## src/pft_pkg.sv

```systemverilog
package pft_pkg;

	// =========================================================
	// pointer and holding buffer geometry
	localparam int PTR_W = 22;
	localparam int LOW_W = 21;
	localparam int HOLD_N = 32;
	localparam int HOLD_AW = 5;
	localparam int ROW_LSB = 6;
	localparam int HALF_LSB = 5;
	localparam logic [7:0] HOLD_ERASED = 8'hff;

	// =========================================================
	// register selects on the special-function bus
	localparam logic [2:0] SFR_LATCH = 3'h0;
	localparam logic [2:0] SFR_PTR_UPPER = 3'h1;
	localparam logic [2:0] SFR_PTR_HIGH = 3'h2;
	localparam logic [2:0] SFR_PTR_LOW = 3'h3;
	localparam logic [2:0] SFR_CTRL = 3'h4;
	localparam logic [2:0] SFR_UNLOCK = 3'h5;

	// =========================================================
	// control register bit positions
	localparam int CTRL_PM_SEL = 7;
	localparam int CTRL_CFG_SEL = 6;
	localparam int CTRL_ROW_ERASE = 4;
	localparam int CTRL_WR_ERR = 3;
	localparam int CTRL_WR_EN = 2;
	localparam int CTRL_WR_START = 1;

	// =========================================================
	// unlock keys and progress
	localparam logic [7:0] UNLOCK_KEY1 = 8'h55;
	localparam logic [7:0] UNLOCK_KEY2 = 8'haa;
	localparam logic [1:0] UNLOCK_IDLE = 2'h0;
	localparam logic [1:0] UNLOCK_HALF = 2'h1;
	localparam logic [1:0] UNLOCK_ARMED = 2'h2;

	// =========================================================
	// long write timing
	localparam int CLK_PERIOD_NS = 20;
	localparam int LONG_TIME_NS = 2000000;
	localparam int LONG_CYCLES = LONG_TIME_NS / CLK_PERIOD_NS;

	// =========================================================
	// table instruction pointer modes
	typedef enum logic [1:0] {
		PFT_MODE_KEEP = 2'h0,
		PFT_MODE_POST_INC = 2'h1,
		PFT_MODE_POST_DEC = 2'h2,
		PFT_MODE_PRE_INC = 2'h3
	} pft_mode_t;

	// sequencer states
	typedef enum logic [3:0] {
		PFT_IDLE = 4'h1,
		PFT_RD_WAIT = 4'h2,
		PFT_STREAM = 4'h4,
		PFT_TIMED = 4'h8
	} pft_state_t;

endpackage : pft_pkg

```

## src/pft_hold_mem.sv

```systemverilog
`timescale 1ns/1ps
module pft_hold_mem #(
	parameter int DEPTH = 32,
	parameter int AW = 5,
	parameter int DW = 8
) (
	// clock and reset
	input wire logic mclk,
	input wire logic rst_n,
	// whole-buffer return to erased level
	input wire logic clear_all,
	// write port
	input wire logic we,
	input wire logic [AW-1:0] waddr,
	input wire logic [DW-1:0] wdata,
	// read port, data one cycle later
	input wire logic [AW-1:0] raddr,
	output logic [DW-1:0] rdata
);
	import pft_pkg::*;

	logic [DW-1:0] mem [DEPTH];
	logic [DW-1:0] next_mem [DEPTH];
	logic [DW-1:0] next_rdata;

	// =========================================================
	// storage
	// clear beats a same-cycle write; the core is stalled at a long write end, so only a warm reset can meet one
	always_comb begin
		next_mem = mem;
		if (clear_all) begin
			for (int i = 0; i < DEPTH; i++) begin
				next_mem[i] = {DW{1'b1}};
			end
		end else if (we) begin
			next_mem[waddr] = wdata;
		end
		next_rdata = mem[raddr];
	end

	// reset leaves every entry erased
	always_ff @(posedge mclk or negedge rst_n) begin
		if (!rst_n) begin
			for (int i = 0; i < DEPTH; i++) begin
				mem[i] <= {DW{1'b1}};
			end
			rdata <= {DW{1'b1}};
		end else begin
			mem <= next_mem;
			rdata <= next_rdata;
		end
	end

endmodule : pft_hold_mem

```

## src/pft_table_access.sv

```systemverilog
`timescale 1ns/1ps
// How it works
// byte latch carries every table transfer
// pointer is upper, high, low bytes joined
// top pointer bit picks configuration space
// auto step touches low 21 bits only
// four modes: keep, post-inc, post-dec, pre-inc
// table read fetches byte into latch
// table write fills holding entry ptr[4:0]
// programming block comes from upper pointer bits
// erase clears row ptr[21:6], ignores rest
// address bit zero picks word half
// erase unit is one 64-byte row
// software sets selects, enable, erase before start
// start accepted only after 55h, AAh unlock
// start with erase selected begins erase
// core stalls until timer ends long write
// long write lasts about two milliseconds
// programming unit is 32 bytes together
// flash changes only on long write
// holding entries erased on reset, after programming
// erased holding entry leaves flash byte alone
// aborted or improper write sets error flag
// hardware clears start bit, core resumes
module pft_table_access #(
	parameter int LONG_CYCLES = pft_pkg::LONG_CYCLES
) (
	// clock and reset
	input wire logic mclk,
	input wire logic rst_n,
	input wire logic warm_reset,
	// special-function register access
	input wire logic [2:0] sfr_sel,
	input wire logic sfr_wr,
	input wire logic [7:0] sfr_wdata,
	output logic [7:0] sfr_rd_data,
	// table instructions
	input wire logic tbl_req,
	input wire logic tbl_write,
	input wire pft_pkg::pft_mode_t tbl_mode,
	output logic tbl_done,
	output logic core_stall,
	// flash array
	output logic [20:0] flash_rd_addr,
	input wire logic [15:0] flash_rd_data,
	output logic flash_erase,
	output logic [15:0] flash_erase_row,
	output logic flash_wr,
	output logic [21:0] flash_wr_addr,
	output logic [7:0] flash_wr_data
);
	import pft_pkg::*;

	localparam int TW = $clog2(LONG_CYCLES + 1);
	localparam logic [TW-1:0] TIMER_LAST = TW'(LONG_CYCLES - 1);
	localparam logic [5:0] STREAM_END = 6'(HOLD_N);

	// =========================================================
	// state
	pft_state_t state, next_state;
	logic [PTR_W-1:0] ptr, next_ptr;
	logic [7:0] latch, next_latch;
	logic pm_sel, next_pm_sel;
	logic cfg_sel, next_cfg_sel;
	logic row_erase, next_row_erase;
	logic wr_en, next_wr_en;
	logic wr_start, next_wr_start;
	logic wr_err, next_wr_err;
	logic [1:0] unlock, next_unlock;
	logic rd_half, next_rd_half;
	logic [5:0] idx, next_idx;
	logic [TW-1:0] timer, next_timer;
	logic [20:0] next_flash_rd_addr;
	logic next_flash_erase;
	logic [15:0] next_flash_erase_row;
	logic next_flash_wr;
	logic [21:0] next_flash_wr_addr;
	logic [7:0] next_flash_wr_data;
	logic [7:0] next_sfr_rd_data;

	// holding buffer wiring
	logic hold_we, hold_clear;
	logic [HOLD_AW-1:0] hold_waddr, hold_raddr;
	logic [7:0] hold_rdata;

	// pointer arithmetic helpers
	logic [PTR_W-1:0] ptr_inc, ptr_dec, ptr_eff, ptr_after;
	logic ctrl_wr, start_req, start_ok;

	// =========================================================
	// pointer stepping
	always_comb begin
		ptr_inc = {ptr[PTR_W-1], ptr[LOW_W-1:0] + 21'h000001};
		ptr_dec = {ptr[PTR_W-1], ptr[LOW_W-1:0] - 21'h000001};
		ptr_eff = (tbl_mode == PFT_MODE_PRE_INC) ? ptr_inc : ptr;
		case (tbl_mode)
			PFT_MODE_KEEP: ptr_after = ptr;
			PFT_MODE_POST_DEC: ptr_after = ptr_dec;
			default: ptr_after = ptr_inc;
		endcase
	end

	// start needs the unlock pair, write enable and the program array
	assign ctrl_wr = sfr_wr && (sfr_sel == SFR_CTRL);
	assign start_req = ctrl_wr && sfr_wdata[CTRL_WR_START] && !wr_start
		&& (state == PFT_IDLE);
	assign start_ok = (unlock == UNLOCK_ARMED) && wr_en && pm_sel && !cfg_sel;

	// handshake outputs
	assign tbl_done = ((state == PFT_IDLE) && tbl_req && tbl_write) || (state == PFT_RD_WAIT);
	assign core_stall = (state == PFT_STREAM) || (state == PFT_TIMED);

	// holding buffer ports
	assign hold_we = (state == PFT_IDLE) && tbl_req && tbl_write;
	assign hold_waddr = ptr_eff[HOLD_AW-1:0];
	assign hold_raddr = idx[HOLD_AW-1:0];
	assign hold_clear = warm_reset
		|| ((state == PFT_TIMED) && (timer == TIMER_LAST) && !row_erase);

	pft_hold_mem #(
		.DEPTH(HOLD_N),
		.AW(HOLD_AW),
		.DW(8)
	) u_hold (
		.mclk(mclk),
		.rst_n(rst_n),
		.clear_all(hold_clear),
		.we(hold_we),
		.waddr(hold_waddr),
		.wdata(latch),
		.raddr(hold_raddr),
		.rdata(hold_rdata)
	);

	// =========================================================
	// sequencer and register file next values
	always_comb begin
		next_state = state;
		next_ptr = ptr;
		next_latch = latch;
		next_pm_sel = pm_sel;
		next_cfg_sel = cfg_sel;
		next_row_erase = row_erase;
		next_wr_en = wr_en;
		next_wr_start = wr_start;
		next_wr_err = wr_err;
		next_unlock = unlock;
		next_rd_half = rd_half;
		next_idx = idx;
		next_timer = timer;
		next_flash_rd_addr = flash_rd_addr;
		next_flash_erase = 1'b0;
		next_flash_erase_row = flash_erase_row;
		next_flash_wr = 1'b0;
		next_flash_wr_addr = flash_wr_addr;
		next_flash_wr_data = flash_wr_data;

		// register writes from the core; pointer bytes join into one
		if (sfr_wr) begin
			case (sfr_sel)
				SFR_LATCH: next_latch = sfr_wdata;
				SFR_PTR_UPPER: next_ptr[PTR_W-1:16] = sfr_wdata[5:0];
				SFR_PTR_HIGH: next_ptr[15:8] = sfr_wdata;
				SFR_PTR_LOW: next_ptr[7:0] = sfr_wdata;
				SFR_CTRL: begin
					next_pm_sel = sfr_wdata[CTRL_PM_SEL];
					next_cfg_sel = sfr_wdata[CTRL_CFG_SEL];
					next_row_erase = sfr_wdata[CTRL_ROW_ERASE];
					next_wr_en = sfr_wdata[CTRL_WR_EN];
					next_wr_err = sfr_wdata[CTRL_WR_ERR];
				end
				default: ;
			endcase
			// any register write other than the keys breaks the unlock
			if (sfr_sel == SFR_UNLOCK) begin
				if (sfr_wdata == UNLOCK_KEY1) begin
					next_unlock = UNLOCK_HALF;
				end else if (sfr_wdata == UNLOCK_KEY2 && unlock == UNLOCK_HALF) begin
					next_unlock = UNLOCK_ARMED;
				end else begin
					next_unlock = UNLOCK_IDLE;
				end
			end else begin
				next_unlock = UNLOCK_IDLE;
			end
		end

		// start request: accepted or flagged as improper
		if (start_req) begin
			if (start_ok) begin
				next_wr_start = 1'b1;
				next_timer = '0;
				next_idx = '0;
				if (sfr_wdata[CTRL_ROW_ERASE]) begin
					next_state = PFT_TIMED;
					next_flash_erase = 1'b1;
					next_flash_erase_row = ptr[PTR_W-1:ROW_LSB];
				end else begin
					next_state = PFT_STREAM;
				end
			end else begin
				next_wr_err = 1'b1;
			end
		end

		case (state)
			PFT_IDLE: begin
				if (tbl_req) begin
					next_ptr = ptr_after;
					if (!tbl_write) begin
						// msb of the word address is the configuration space select
						next_flash_rd_addr = ptr_eff[PTR_W-1:1];
						next_rd_half = ptr_eff[0];
						next_state = PFT_RD_WAIT;
					end
				end
			end
			PFT_RD_WAIT: begin
				next_latch = rd_half ? flash_rd_data[15:8] : flash_rd_data[7:0];
				next_state = PFT_IDLE;
			end
			PFT_STREAM: begin
				// entry idx-1 is on the read port; erased entries are skipped
				if (idx != 6'h00 && hold_rdata != HOLD_ERASED) begin
					next_flash_wr = 1'b1;
					next_flash_wr_addr = {ptr[PTR_W-1:HALF_LSB], 5'(idx - 6'h01)};
					next_flash_wr_data = hold_rdata;
				end
				next_idx = idx + 6'h01;
				if (idx == STREAM_END) begin
					next_state = PFT_TIMED;
				end
			end
			PFT_TIMED: begin
				next_timer = timer + TW'(1);
				if (timer == TIMER_LAST) begin
					next_wr_start = 1'b0;
					next_wr_err = 1'b0;
					next_state = PFT_IDLE;
				end
			end
			default: next_state = PFT_IDLE;
		endcase

		// warm reset aborts a long write and leaves the error behind
		if (warm_reset) begin
			next_state = PFT_IDLE;
			next_wr_start = 1'b0;
			next_unlock = UNLOCK_IDLE;
			next_wr_err = next_wr_err || core_stall;
		end
	end

	// =========================================================
	// register read mux, one cycle of latency
	always_comb begin
		case (sfr_sel)
			SFR_LATCH: next_sfr_rd_data = latch;
			SFR_PTR_UPPER: next_sfr_rd_data = {2'h0, ptr[PTR_W-1:16]};
			SFR_PTR_HIGH: next_sfr_rd_data = ptr[15:8];
			SFR_PTR_LOW: next_sfr_rd_data = ptr[7:0];
			SFR_CTRL: next_sfr_rd_data = {pm_sel, cfg_sel, 1'b0, row_erase, wr_err,
				wr_en, wr_start, 1'b0};
			default: next_sfr_rd_data = 8'h00;
		endcase
	end

	// =========================================================
	// registers
	always_ff @(posedge mclk or negedge rst_n) begin
		if (!rst_n) begin
			state <= PFT_IDLE;
			ptr <= '0;
			latch <= 8'h00;
			pm_sel <= 1'b0;
			cfg_sel <= 1'b0;
			row_erase <= 1'b0;
			wr_en <= 1'b0;
			wr_start <= 1'b0;
			wr_err <= 1'b0;
			unlock <= UNLOCK_IDLE;
			rd_half <= 1'b0;
			idx <= 6'h00;
			timer <= '0;
			flash_rd_addr <= 21'h000000;
			flash_erase <= 1'b0;
			flash_erase_row <= 16'h0000;
			flash_wr <= 1'b0;
			flash_wr_addr <= 22'h000000;
			flash_wr_data <= 8'h00;
			sfr_rd_data <= 8'h00;
		end else begin
			state <= next_state;
			ptr <= next_ptr;
			latch <= next_latch;
			pm_sel <= next_pm_sel;
			cfg_sel <= next_cfg_sel;
			row_erase <= next_row_erase;
			wr_en <= next_wr_en;
			wr_start <= next_wr_start;
			wr_err <= next_wr_err;
			unlock <= next_unlock;
			rd_half <= next_rd_half;
			idx <= next_idx;
			timer <= next_timer;
			flash_rd_addr <= next_flash_rd_addr;
			flash_erase <= next_flash_erase;
			flash_erase_row <= next_flash_erase_row;
			flash_wr <= next_flash_wr;
			flash_wr_addr <= next_flash_wr_addr;
			flash_wr_data <= next_flash_wr_data;
			sfr_rd_data <= next_sfr_rd_data;
		end
	end
endmodule : pft_table_access

```

## config.mk

```make
export PLATFORM = sky130hd
export DESIGN_NAME = pft_table_access
export DESIGN_NICKNAME = d
export VERILOG_FILES = /design/src/pft_pkg.sv /design/src/pft_hold_mem.sv /design/src/pft_table_access.sv
export SDC_FILE = /design/constraint.sdc
export NUM_CORES = 1
export LEC_CHECK = 0
export BUFFER_PORTS_ARGS = -buffer_cell sky130_fd_sc_hd__buf_2
export CORE_MARGIN = 5
export CORE_UTILIZATION = 30
export DETAILED_ROUTE_END_ITERATION = 8
export GPL_TIMING_DRIVEN = 0
export PLACE_DENSITY = 0.44
export SYNTH_ARGS = -nofsm -noshare
export SYNTH_HDL_FRONTEND = slang
export SYNTH_HIERARCHICAL = 1
export SYNTH_SLANG_ARGS = --single-unit
export TNS_END_PERCENT = 5
```

## constraint.sdc

```tcl
create_clock -name mclk -period 8.9 [get_ports mclk]
set_input_delay 0.445 -clock mclk [delete_from_list [all_inputs] [get_ports mclk]]
set_output_delay 0.445 -clock mclk [all_outputs]
set_load 0.01 [all_outputs]
```

**After elaboration in Yosys (flattened, before gate mapping)**

Index checks and enable logic that the tools add are counted.

- Bitwise operators: 3
- Multiplexer cells: 58
- Reductions and logical operators: 39
- Add/sub/neg operators: 5
- Order comparisons: 3
- Equality and inequality tests: 20

Operators with widths:

| operator | count |
|---|---|
| 256-bit two-way mux | 2 |
| 256-bit bitwise mux | 1 |
| 8-bit two-way mux | 9 |
| 22-bit two-way mux | 3 |
| 17-bit two-way mux | 3 |
| 21-bit one-hot mux with 2 select lines | 1 |
| 8-bit binary-select mux with 5-bit select | 1 |
| 8-bit demux with 5-bit select | 1 |
| 8-bit one-hot mux with 5 select lines | 1 |
| 4-bit two-way mux | 8 |
| 6-bit two-way mux | 4 |
| 21-bit by 1-bit adder with 21-bit output (second input constant) | 1 |
| 21-bit two-way mux | 1 |
| 21-bit by 1-bit subtractor with 21-bit output (second input constant) | 1 |
| 17-bit by 1-bit adder with 17-bit output (second input constant) | 1 |
| 17-bit == test (second input constant) | 1 |
| 1-bit two-way mux | 17 |
| 2-bit nonzero test | 8 |
| 1-bit logical AND | 14 |
| 6-bit greater-or-equal comparator (second input constant) | 2 |
| 5-bit NOT with 6-bit output | 2 |
| 4-bit one-hot mux with 3 select lines | 1 |
| 2-bit two-way mux | 5 |
| 2-bit AND reduction | 5 |
| 25 further kinds | 35 |

- Register bits: 407
- Output and inout port bits: 79
- Bits of input ports: 35
- Logic and storage cells: 182

**Depth between registers and ports, before layout**

Gate-level depths: netlist (run 1).

- Word-level depth: 10
- Depth in mapped cells: 10
- Mapped depth without buffers: 7

**Modules after synthesis**

Netlist (run 1), hierarchy kept.

Modules (own cells, without submodules):

| module | area an instance (µm²) | sequential area each (µm²) | times used | cells each |
|---|---|---|---|---|
| pft_hold_mem | 13407.9 | 6936.7 | 1 | 1038 |
| pft_table_access | 7827.5 | 3579.7 | 1 | 802 |

**Worst setup path before layout (run 1)**

No wires, ideal clock.

- Path type: input -> register
- Start point: input tbl_mode[1]
- End point: register u_hold/mem[184] (netlist bit)
- Path buffers: 3
- Stages on the path: 9
- Library setup time: 0.082 ns
- Required time: 8.818 ns
- Arrival: 2.849 ns
- Slack: 5.969 ns
- Cells stage by stage: clkbuf_1 and2_1 clkbuf_1 nand4_1 xnor2_1 nor3b_1 clkbuf_1 nand2_1 a211o_1

- Word-level cells in the longest chain between the ends: 10
- Elaborated cells on any way between the ends: 11
- Those cells by class: 2 x order compare; 1 x eq/ne; 6 x mux; 1 x bitwise; 1 x reduce/logical

RTL lines:

| what | RTL line | RTL |
|---|---|---|
| start, declared | pft_table_access.sv:40 | `input wire pft_pkg::pft_mode_t tbl_mode,` |
| 2-bit == test (*) | pft_table_access.sv:95 | `ptr_eff = (tbl_mode == PFT_MODE_PRE_INC) ? ptr_inc : ptr;` |
| 21-bit two-way mux (*) | pft_table_access.sv:95 |  |
| named net ptr_eff[3] | pft_table_access.sv:87 | `logic [PTR_W-1:0] ptr_inc, ptr_dec, ptr_eff, ptr_after;` |
| 5-bit NOT with 6-bit output (implied by the code) (*) | pft_hold_mem.sv:36 | `next_mem[waddr] = wdata;` |
| 6-bit greater-or-equal comparator (implied by the code) / 6-bit by 1-bit < comparator with 1-bit output (equally long branches) | pft_hold_mem.sv:36 |  |
| 1-bit logical AND (implied by the code) | pft_hold_mem.sv:36 |  |
| 8-bit two-way mux (implied by the code) | pft_hold_mem.sv:36 |  |
| 8-bit demux with 5-bit select (*) | pft_hold_mem.sv:36 |  |
| 256-bit bitwise mux (*) | pft_hold_mem.sv:36 |  |
| 256-bit two-way mux (*) | pft_hold_mem.sv:35 | `end else if (we) begin` |
| 256-bit two-way mux (*) | pft_hold_mem.sv:31 | `if (clear_all) begin` |
| end signal, assigned by index | pft_hold_mem.sv:45 | `mem[i] <= {DW{1'b1}};` |
| end signal, assigned | pft_hold_mem.sv:49 | `mem <= next_mem;` |
| end, declared | pft_hold_mem.sv:22 | `logic [DW-1:0] mem [DEPTH];` |

Mark *: on every way through the listed nets, which the timed path passes. The rest lies on a longest branch. The select of a mux whose other input is x is not followed.
A chain may end at the register's enable or synchronous reset.

**Worst setup path in the final report (run 1)**

- Start point: register state[0]
- End point: register u_hold/mem[226] (netlist bit)

- Elaborated cells on any way between the ends: 9
- Those cells by class: 2 x eq/ne; 1 x mux; 6 x reduce/logical

RTL lines:

| what | RTL line | RTL |
|---|---|---|
| start, declared | pft_table_access.sv:60 | `pft_state_t state, next_state;` |
| start signal, assigned | pft_table_access.sv:293 | `state <= next_state;` |
| 4-bit by 1-bit == test with 1-bit output | pft_table_access.sv:114 | `assign hold_we = (state == PFT_IDLE) && tbl_req && tbl_write;` |
| 1-bit logical AND (2 in series) | pft_table_access.sv:114 |  |
| named net hold_we | pft_table_access.sv:82 | `logic hold_we, hold_clear;` |
| 2-bit nonzero test (no source line) | -- |  |

The timed path passes the listed nets, and every way through them passes these cells.

==> out/summary.log, run 1 <==
qor: global_route.grt_start_max_net_pins 122
qor: outcome.outcome complete, no violations
qor: place.routabilityCongestion 0.9679
qor: synthesis.synth_nets 1880
qor: synthesis.async_set_or_reset_register_ratio_after_synthesis 100.0%
qor: global_route.number_of_global_route_vias_before_repair 17100
qor: clock_tree.ctsHtreeMaxLevel 2
qor: sta.final.setup_skew 0.03172 ns
qor: power_and_ir_drop.switching_power 1889 uW
qor: power_and_ir_drop.vdd_ir_drop_max 0.1286 mV
qor: setup_path.critPathLaunch state[0]$_DFF_PN1_
qor: sta.grt_setup_unrepaired false
qor: place.portBuffers 110
qor: clock_tree.post_cts.resized_instances 0
qor: flow_run.cap_viol_max_count 0
qor: die.dieHeight 276.1 um
qor: place.post-place-cells 2893
qor: routing.drt_pre_antenna_iters 5
qor: synthesis.synth_mux_area_share 13.06%
qor: global_route.overall_overflow_remaining_after_global_route 0
qor: global_route.grt_pass1_wl 118000 um
qor: setup_path.timing.critical_path.from_type flip-flop
qor: clock_tree.cts_tree done
qor: min_path.holdCritPathClass in -> reg
qor: synthesis.syn-instance-count 1840
qor: routing.first_iter_violations 1629
qor: global_route.initial_antenna_violation_count 4
qor: clock_tree.ctsRootBufferMaster sky130_fd_sc_hd__clkbuf_16
qor: die.core_region_area 70150 um^2
qor: synthesis.netlist.area_leader.share 32.79%
qor: clock_tree.max-clock-path-buffers 3
qor: finish.final_layout_size_suffix_gt1_share 31.66%
qor: setup_path.critical_path_peak_fanout 10
qor: power_and_ir_drop.seqPwrFrac 39.3%
qor: synthesis.dominant_combinational_cell_family_by_area_after_synthesis simple AND/OR/NAND/NOR gates
qor: sta.fin_hold_ws 0.1130 ns
qor: routing.vias 17050
qor: sta.timing.final.setup_violations 0
qor: routing.drcViolationCount 0
qor: routing.detail_route.vias_per_cell 5.703
qor: power_and_ir_drop.share_clk_of_total_power 38.1%
qor: synthesis.synth_enable_flop_cells 0
qor: synthesis.post_synth_fa_ha_maj_area_fraction 0.2946%
qor: sta.drv_slew 0
qor: routing.avgRoutedWirePerCell 26.50 um
qor: synthesis.synth.ff_latch_count 407
qor: setup_path.critical_path.reg2reg.endpoint u_hold/mem[226]$_DFFE_PN1P_
qor: sta.fin_crit_sh 55.35%
qor: setup_path.worstReg2RegStart state[0]$_DFF_PN1_
qor: sta.period_minus_slack 4.926 ns
qor: clock_tree.post-cts-setup-buffers 0
qor: synthesis.synth_compound_gate_area_share 15.61%
qor: setup_path.timing.critical_path.arrival 5.45 ns
qor: die.dieArea 76210 um^2
qor: setup_path.critical_path.max_stage_delay 0.69 ns
qor: place.dp_hpwl 55660 um
qor: die.floorplan.rows 97
qor: setup_path.ff2ff_path_depth 10
qor: setup_path.worst_setup_path_end_kind flip-flop
qor: routing.final_antenna_net_count 0
qor: clock_tree.tritoncts.num_buffers 50
qor: die.chipWidth 276.1 um
qor: power_and_ir_drop.powerDensity 223.2 nW/um^2
qor: synthesis.largest_cells_by_area_after_synthesis sky130_fd_sc_hd__dfstp_2 (33%), sky130_fd_sc_hd__dfrtp_1 (17%), sky130_fd_sc_hd__a211o_1 (11%)
qor: power_and_ir_drop.p_leak 0.01017 uW
qor: clock_tree.clkTransAtPathRegs 0.06 ns
qor: synthesis.synth_ff_type sky130_fd_sc_hd__dfstp_2
qor: setup_path.timing.reg2reg.setup_slack 3.97 ns
qor: finish.post_route_insts_no_fill 2990
qor: synthesis.yosys_synthesis_warning_count 6
qor: finish.fin_nets 2046
qor: synthesis.syn_area_per_cell 11.54 um^2
qor: global_route.grt.total_usage 20.01%
qor: power_and_ir_drop.pwr-share-comb 22.6%
qor: sta.max_freq 203.0 MHz
qor: setup_path.critical-path-top-cell-by-count sky130_fd_sc_hd__clkbuf_1
qor: setup_path.timing.critical_path.slowest_stage_cell sky130_fd_sc_hd__clkbuf_1
qor: power_and_ir_drop.p_sw_share 34.15%
qor: setup_path.crit_path_end u_hold/mem[226]$_DFFE_PN1P_
qor: sta.hold_violations 0
qor: setup_path.cp_cell_sequence buf_2 > nor4b_4 > nand2_1 > clkbuf_1 > nor2_1 > and3_1 > clkbuf_1 > clkbuf_1 > nand2_1 > a211o_1
qor: clock_tree.clk-insertion-delay-late 0.61 ns
qor: synthesis.part_of_the_yosys_area_used_for_sequential_elements 49.52%
qor: synthesis.post-synth-top-area-cell sky130_fd_sc_hd__dfstp_2
qor: sta.worst-slew-pin-transition 1.450 ns
qor: synthesis.synth_cell_type_count 73
qor: routing.wirelength 79240 um
qor: synthesis.post_synthesis_simple_gate_area_fraction 16.32%
qor: synthesis.yosys.area_share.xor_xnor 1.114%
qor: power_and_ir_drop.cell_internal_pwr 3643 uW
qor: setup_path.req_time_crit_path 9.43 ns
qor: die.floorplan.initialDensity 30.27%
qor: die.number_of_top_level_design_ports 114
qor: clock_tree.clock-sinks 407
qor: synthesis.syn_std_cell_area 21240 um^2
qor: setup_path.critical_path_class reg -> reg
qor: sta.timing.slew.headroom 2.670%
qor: finish.layout-area-overhead-vs-synth 16.69%
## Yosys cell counts, types with 6 or more instances
master,number
sky130_fd_sc_hd__mux4_2,83
sky130_fd_sc_hd__dfrtp_1,142
sky130_fd_sc_hd__mux2_2,57
sky130_fd_sc_hd__and3_1,268
sky130_fd_sc_hd__nor2b_1,13
sky130_fd_sc_hd__xor2_1,14
sky130_fd_sc_hd__a221o_1,7
sky130_fd_sc_hd__nand3_1,44
sky130_fd_sc_hd__nand2b_1,10
sky130_fd_sc_hd__inv_1,15
sky130_fd_sc_hd__dfstp_2,265
sky130_fd_sc_hd__buf_2,24
sky130_fd_sc_hd__a211o_1,257
sky130_fd_sc_hd__buf_4,7
sky130_fd_sc_hd__nor2_1,71
sky130_fd_sc_hd__a211oi_1,14
sky130_fd_sc_hd__o22ai_1,9
sky130_fd_sc_hd__xnor2_1,13
sky130_fd_sc_hd__and3b_1,7
sky130_fd_sc_hd__a21oi_1,49
sky130_fd_sc_hd__clkbuf_1,156
sky130_fd_sc_hd__buf_1,11
sky130_fd_sc_hd__a31oi_1,11
sky130_fd_sc_hd__o21ai_0,37
sky130_fd_sc_hd__mux2i_1,25
sky130_fd_sc_hd__nand4b_1,6
sky130_fd_sc_hd__nand4_1,25
sky130_fd_sc_hd__nor3_1,18
sky130_fd_sc_hd__nand2_1,83
## power by group through the flow
stage | sequential [uW] | clock, uW | combinational (uW)
final | 2170 | 2110 | 1250
after detailed placement | 2200 | 0 | 1230
after CTS | 2170 | 2180 | 1230
after global routing | 2180 | 2250 | 1330
after floorplan | 2140 | 0 | 661
after global placement | 2200 | 0 | 1220
## state kept, by name, summed over array words and instances, names as in the netlist, 2 cells and up
name,flops
sfr_rd_data,8
ptr,22
flash_wr_addr,22
latch,8
flash_rd_addr,21
timer,17
u_hold/rdata,8
flash_wr_data,8
idx,6
unlock,2
u_hold/mem,256
flash_erase_row,16
state,4
## layer usage
metal  vias to the layer above  wire length, um  global-route usage [%]
met2                       635            35980                   31.18
met5                         -                0                       0
met1                      8938            35710                   28.66
met3                       126             5037                   3.299
met4                         0             2509                   6.339
li1                       7354                -                       -
## cell usage in the layout (no fill, tap or decap), types with 6 or more instances in the layout
master                      netlist  final
sky130_fd_sc_hd__a31oi_1         11     11
sky130_fd_sc_hd__nand3_1         44     44
sky130_fd_sc_hd__o21ai_0         37     37
sky130_fd_sc_hd__mux2i_1         25     25
sky130_fd_sc_hd__a211o_1        257    257
sky130_fd_sc_hd__nor2_1          71     71
sky130_fd_sc_hd__a211oi_1        14     14
sky130_fd_sc_hd__clkbuf_1       156    171
sky130_fd_sc_hd__clkbuf_16        0     51
sky130_fd_sc_hd__dfrtp_1        142    142
sky130_fd_sc_hd__nand4_1         25     25
sky130_fd_sc_hd__dfstp_2        265    265
sky130_fd_sc_hd__and3b_1          7      7
sky130_fd_sc_hd__buf_1           11     11
sky130_fd_sc_hd__inv_1           15     15
sky130_fd_sc_hd__and3_1         268    268
sky130_fd_sc_hd__nand4b_1         6      6
sky130_fd_sc_hd__nor3_1          18     18
sky130_fd_sc_hd__buf_2           24    133
sky130_fd_sc_hd__clkbuf_8         0     16
sky130_fd_sc_hd__buf_4            7      7
sky130_fd_sc_hd__xnor2_1         13     13
sky130_fd_sc_hd__nand2b_1        10     10
sky130_fd_sc_hd__o22ai_1          9      9
sky130_fd_sc_hd__xor2_1          14     14
sky130_fd_sc_hd__a21oi_1         49     49
sky130_fd_sc_hd__a221o_1          7      7
sky130_fd_sc_hd__mux2_2          57     57
sky130_fd_sc_hd__nand2_1         83     83
sky130_fd_sc_hd__nor2b_1         13     13
sky130_fd_sc_hd__mux4_2          83     83
## kinds of logic after synthesis
logic type                 Yosys count
muxes                              166
DFF                                407
adders and majority gates            5
and+or+nand+nor                    597
buffers and inverters              214
xor gates and xnor gates            27
AOI/OAI and AO/OA                  424
## metrics by stage
stage                     setup TNS [ns]  util (%)  total power [uW]  cell area [um^2]  setup WS, ns
after floorplan                        0         -              2803             21240         5.969
after global placement           -139.95     32.73              3413             22960        -1.051
after detailed placement               0     32.86              3425             23050         3.847
after CTS                              0     35.31              5578             24770         4.067
after global routing                   0     35.32              5767             24780         3.782
final                                  0     35.32              5531             24780         3.974
## cell type report
type / instances / area, um^2
Inverter: 15 / 56.30
Timing Repair Buffer: 114 / 653.1
Clock inverter: 11 / 155.1
Fill cell: 7092 / 45370
Clock buffer: 82 / 1553
Sequential cell: 407 / 10520
Tap cell: 940 / 1176
Multi-Input combinational cell: 1219 / 9852
Buffer: 199 / 810.8
Antenna cell: 3 / 7.507
## timing repair
action / in CTS / in global routing
setup endpoints to repair: 0 / 0
endpoints found under the hold margin: 69 / 0
hold buffers: 1 / 0
## worst min-delay path by stage
stage	start	endpoint	slack, ns	cells after the start
after global placement	flash_erase_row[1]$_DFFE_PN0P_	flash_erase_row[1]$_DFFE_PN0P_	0.46	2
final	warm_reset	wr_start$_DFF_PN0_	0.11	2
after CTS	warm_reset	wr_start$_DFF_PN0_	0.08	2
after detailed placement	flash_erase_row[1]$_DFFE_PN0P_	flash_erase_row[1]$_DFFE_PN0P_	0.47	2
after global routing	warm_reset	wr_start$_DFF_PN0_	0.11	2
after floorplan	rst_n	cfg_sel$_DFFE_PN0N_	0.15	0
## worst max-delay path: cells and delay by family, from the launching register on
kind | cells | cell delay (ns)
AO/OA/AOI/OAI | 1 | 0.42
buffers and inverters | 4 | 1.93
flip-flops | 1 | 0.51
AND/OR/NAND/NOR | 5 | 1.96
Note: power is estimated with default switching activity, not from simulation.
==> inputs of run 2 (changes only) <==
ABC_AREA = 1   (was default)
PLACE_DENSITY = 0.45   (was 0.44)
clock period = 4.04 ns   (was 8.9 ns; I/O delays follow)
==> run 2 against run 1 <==
Against the previous run:
- register-to-register slack got worse by 3.8 ns
- worst hold slack got worse by 0.073 ns
- combinational power increased by 130%
- final cell count increased by 37%
- non-clock buffer count decreased by 35
- global-route usage increased by 0.93 points
- final area increased by 4.4%
- maximum frequency increased by 29%
- power increased by 130%
- routed wire length increased by 6.4%
- sequential share of layout area decreased by 1.8 points
- clock power increased by 120%
==> out/summary.log, run 2 <==
qor: die.core_region_area 73210 um^2
qor: synthesis.synth_enable_flop_cells 0
qor: routing.detail_route.vias_per_cell 4.941
qor: power_and_ir_drop.p_leak 0.01161 uW
qor: routing.drt_pre_antenna_iters 5
qor: finish.largest_reg_flops 256
qor: min_path.hold_path_depth 5
qor: sta.period_minus_slack 3.826 ns
qor: clock_tree.ctsRootBufferMaster sky130_fd_sc_hd__clkbuf_16
qor: place.post_dp_cell_area 24060 um^2
qor: setup_path.timing.critical_path.from_type flip-flop
qor: sta.final.setup_skew 0.05308 ns
qor: global_route.number_of_global_route_vias_before_repair 19840
qor: clock_tree.cts_tree done
qor: die.number_of_top_level_design_ports 114
qor: place.worst_setup_slack_before_clock_tree_synthesis 0.08433 ns
qor: setup_path.critical-path-top-cell-by-count sky130_fd_sc_hd__inv_1
qor: routing.drcViolationCount 0
qor: clock_tree.clk-insertion-delay-late 0.63 ns
qor: sta.max_freq 261.4 MHz
qor: setup_path.timing.critical_path.arrival 4.39 ns
qor: setup_path.ff2ff_path_depth 10
qor: power_and_ir_drop.vdd_ir_drop_max 0.2900 mV
qor: finish.final_cell_mix sky130_fd_sc_hd__nand2_1 (926), sky130_fd_sc_hd__inv_1 (362), sky130_fd_sc_hd__nand3_1 (278)
qor: outcome.outcome complete, no violations
qor: finish.final_layout_size_suffix_gt1_share 22.09%
qor: sta.timing.final.setup_violations 0
qor: finish.largest_register u_hold/mem
qor: routing.wirelength 84290 um
qor: global_route.grt_pass1_wl 127300 um
qor: clock_tree.tritoncts.num_buffers 50
qor: flow_run.cap_viol_max_count 0
qor: sta.post-route-worst-setup-slack 0.2143 ns
qor: place.dp_hpwl 61410 um
qor: min_path.holdCritPathClass in -> reg
qor: setup_path.req_time_crit_path 4.61 ns
qor: synthesis.synth.most_common_cell sky130_fd_sc_hd__nand2_1
qor: global_route.grt_start_max_net_pins 121
qor: finish.mostFrequentLayoutCell sky130_fd_sc_hd__nand2_1
qor: finish.post_route_insts_no_fill 4082
qor: setup_path.critical_path.top_delay_family simple AND/OR/NAND/NOR gates
qor: global_route.overall_overflow_remaining_after_global_route 0
qor: setup_path.critical_path_peak_fanout 9
qor: routing.final_antenna_net_count 0
qor: die.chipWidth 282.0 um
qor: finish.num_antenna_cells 0
qor: sta.fin_crit_sh 94.69%
qor: synthesis.syn_std_cell_area 22200 um^2
qor: synthesis.netlist.area_leader.share 31.37%
qor: synthesis.part_of_the_yosys_area_used_for_sequential_elements 47.38%
qor: sta.drv_slew 0
qor: die.dieArea 79530 um^2
qor: die.floorplan.initialDensity 30.32%
qor: sta.timing.slew.headroom 25.04%
qor: die.dieHeight 282.0 um
qor: setup_path.timing.critical_path.slowest_stage_cell sky130_fd_sc_hd__o21ai_0
qor: place.post-place-cells 3980
qor: clock_tree.ctsHtreeMaxLevel 2
qor: setup_path.path_buf_inv 4
qor: synthesis.synth_cell_type_count 51
qor: finish.fin_nets 3123
qor: finish.final_util 35.33%
qor: synthesis.syn-instance-count 2904
qor: place.routabilityCongestion 0.9185
qor: sta.final.setup.tns 0 ns
qor: setup_path.cp_cell_sequence inv_1 > ha_1 > inv_1 > o21ai_0 > nand2_2 > nor3_4 > or2_0 > buf_2 > o21ai_2 > inv_1
qor: synthesis.post-synth-top-area-cell sky130_fd_sc_hd__dfstp_2
qor: clock_tree.clock-sinks 407
qor: sta.hold_violations 0
qor: setup_path.critical_path_depth 10
qor: sta.grt_setup_unrepaired false
qor: synthesis.syn_area_per_cell 7.644 um^2
qor: global_route.initial_antenna_violation_count 0
qor: global_route.grt.total_usage 20.94%
qor: die.floorplan.rows 99
qor: synthesis.synth.cells.most_frequent sky130_fd_sc_hd__nand2_1 (926), sky130_fd_sc_hd__inv_1 (362), sky130_fd_sc_hd__nand3_1 (278)
qor: place.portBuffers 113
qor: synthesis.largest_cells_by_area_after_synthesis sky130_fd_sc_hd__dfstp_2 (31%), sky130_fd_sc_hd__dfrtp_1 (16%), sky130_fd_sc_hd__nand2_1 (16%)
qor: synthesis.synth.ff_latch_count 407
qor: synthesis.yosys_synthesis_warning_count 6
qor: finish.largest_registers u_hold/mem: 256 flops, flash_wr_addr: 22 flops, ptr: 22 flops
qor: setup_path.worst_setup_path_end_kind flip-flop
qor: finish.layout-area-overhead-vs-synth 16.52%
qor: clock_tree.clkTransAtPathRegs 0.06 ns
qor: finish.finish.instance_area 25860 um^2
qor: sta.worst-slew-pin-transition 1.113 ns
qor: clock_tree.max-clock-path-buffers 3
qor: routing.avgRoutedWirePerCell 20.65 um
qor: setup_path.critical_path.max_stage_delay 0.87 ns
qor: synthesis.synth_nets 2944
qor: setup_path.critical_path_class reg -> reg
qor: routing.first_iter_violations 1482
qor: power_and_ir_drop.powerDensity 482.7 nW/um^2
qor: synthesis.async_set_or_reset_register_ratio_after_synthesis 100.0%
qor: routing.vias 20170
qor: synthesis.synth_ff_type sky130_fd_sc_hd__dfstp_2
## run 2: logic make-up after synthesis
group,synth area share [%]
AOI/OAI and AO/OA,13.60
xor gates and xnor gates,0.7102
DFF,47.38
buffers and inverters,9.960
and+or+nand+nor,28.08
adders and majority gates,0.2818
## run 2: layout make-up
type,instances,area (um^2)
inverters,381,1433
multi-input cells,1965,9470
plain buffers,151,785.8
repair buffers,127,765.7
clock inverters,13,193.9
fillers,7806,47340
well taps,959,1200
flip-flops and latches,407,10520
clock buffers,79,1500
## run 2: final timing paths
kind                                        startpoint                     endpoint  slack [ns]
setup / recovery                    ptr[0]$_DFFE_PN0P_   u_hold/mem[34]$_DFFE_PN1P_        0.21
hold / removal                       flash_rd_data[12]         latch[4]$_DFFE_PN0P_        0.04
setup reg to reg                    ptr[0]$_DFFE_PN0P_   u_hold/mem[34]$_DFFE_PN1P_        0.21
hold reg to reg            u_hold/mem[252]$_DFFE_PN1P_  u_hold/mem[252]$_DFFE_PN1P_        0.47
max in group asynchronous                        rst_n  u_hold/mem[231]$_DFFE_PN1P_        2.67
min in group asynchronous                        rst_n     sfr_rd_data[4]$_DFF_PN0_        0.22
## run 2: worst min-delay path, stage by stage
cell	delay [ns]
sky130_fd_sc_hd__buf_2	0.10
sky130_fd_sc_hd__nand2_1	0.06
sky130_fd_sc_hd__nand3_1	0.07
sky130_fd_sc_hd__o21ai_0	0.10
sky130_fd_sc_hd__o21ai_1	0.07
## run 2: through the flow
step	hold slack (ns)	power, uW
after global placement	0.4606	7808
after detailed placement	0.3049	7843
after global routing	0.01647	13080
after floorplan	-0.09359	6533
after CTS	0.001423	12630
final	0.04020	12480
## run 2: report_power, final
part / total [uW] / internal [uW] / switching (uW)
combinational: 2870 / 699 / 2170
sequential: 4940 / 4610 / 330
clock: 4680 / 2800 / 1880
total: 12500 / 8110 / 4380
## run 2: repair_timing
action | 4_1_cts | 5_1_grt
buffers inserted | 0 | 0
hold endpoints to repair | 73 | 0
hold buffers | 10 | 0
gates resized for setup | 0 | 5
setup endpoints to repair | 0 | 208
## run 2: routing by layer
metal / routed length (um) / track usage (%) / up-vias
met5: 0 / 0 / -
met4: 2374 / 5.674 / 0
met3: 4640 / 2.823 / 137
met2: 38690 / 34.26 / 603
met1: 38580 / 29.36 / 9820
li1: - / - / 9608
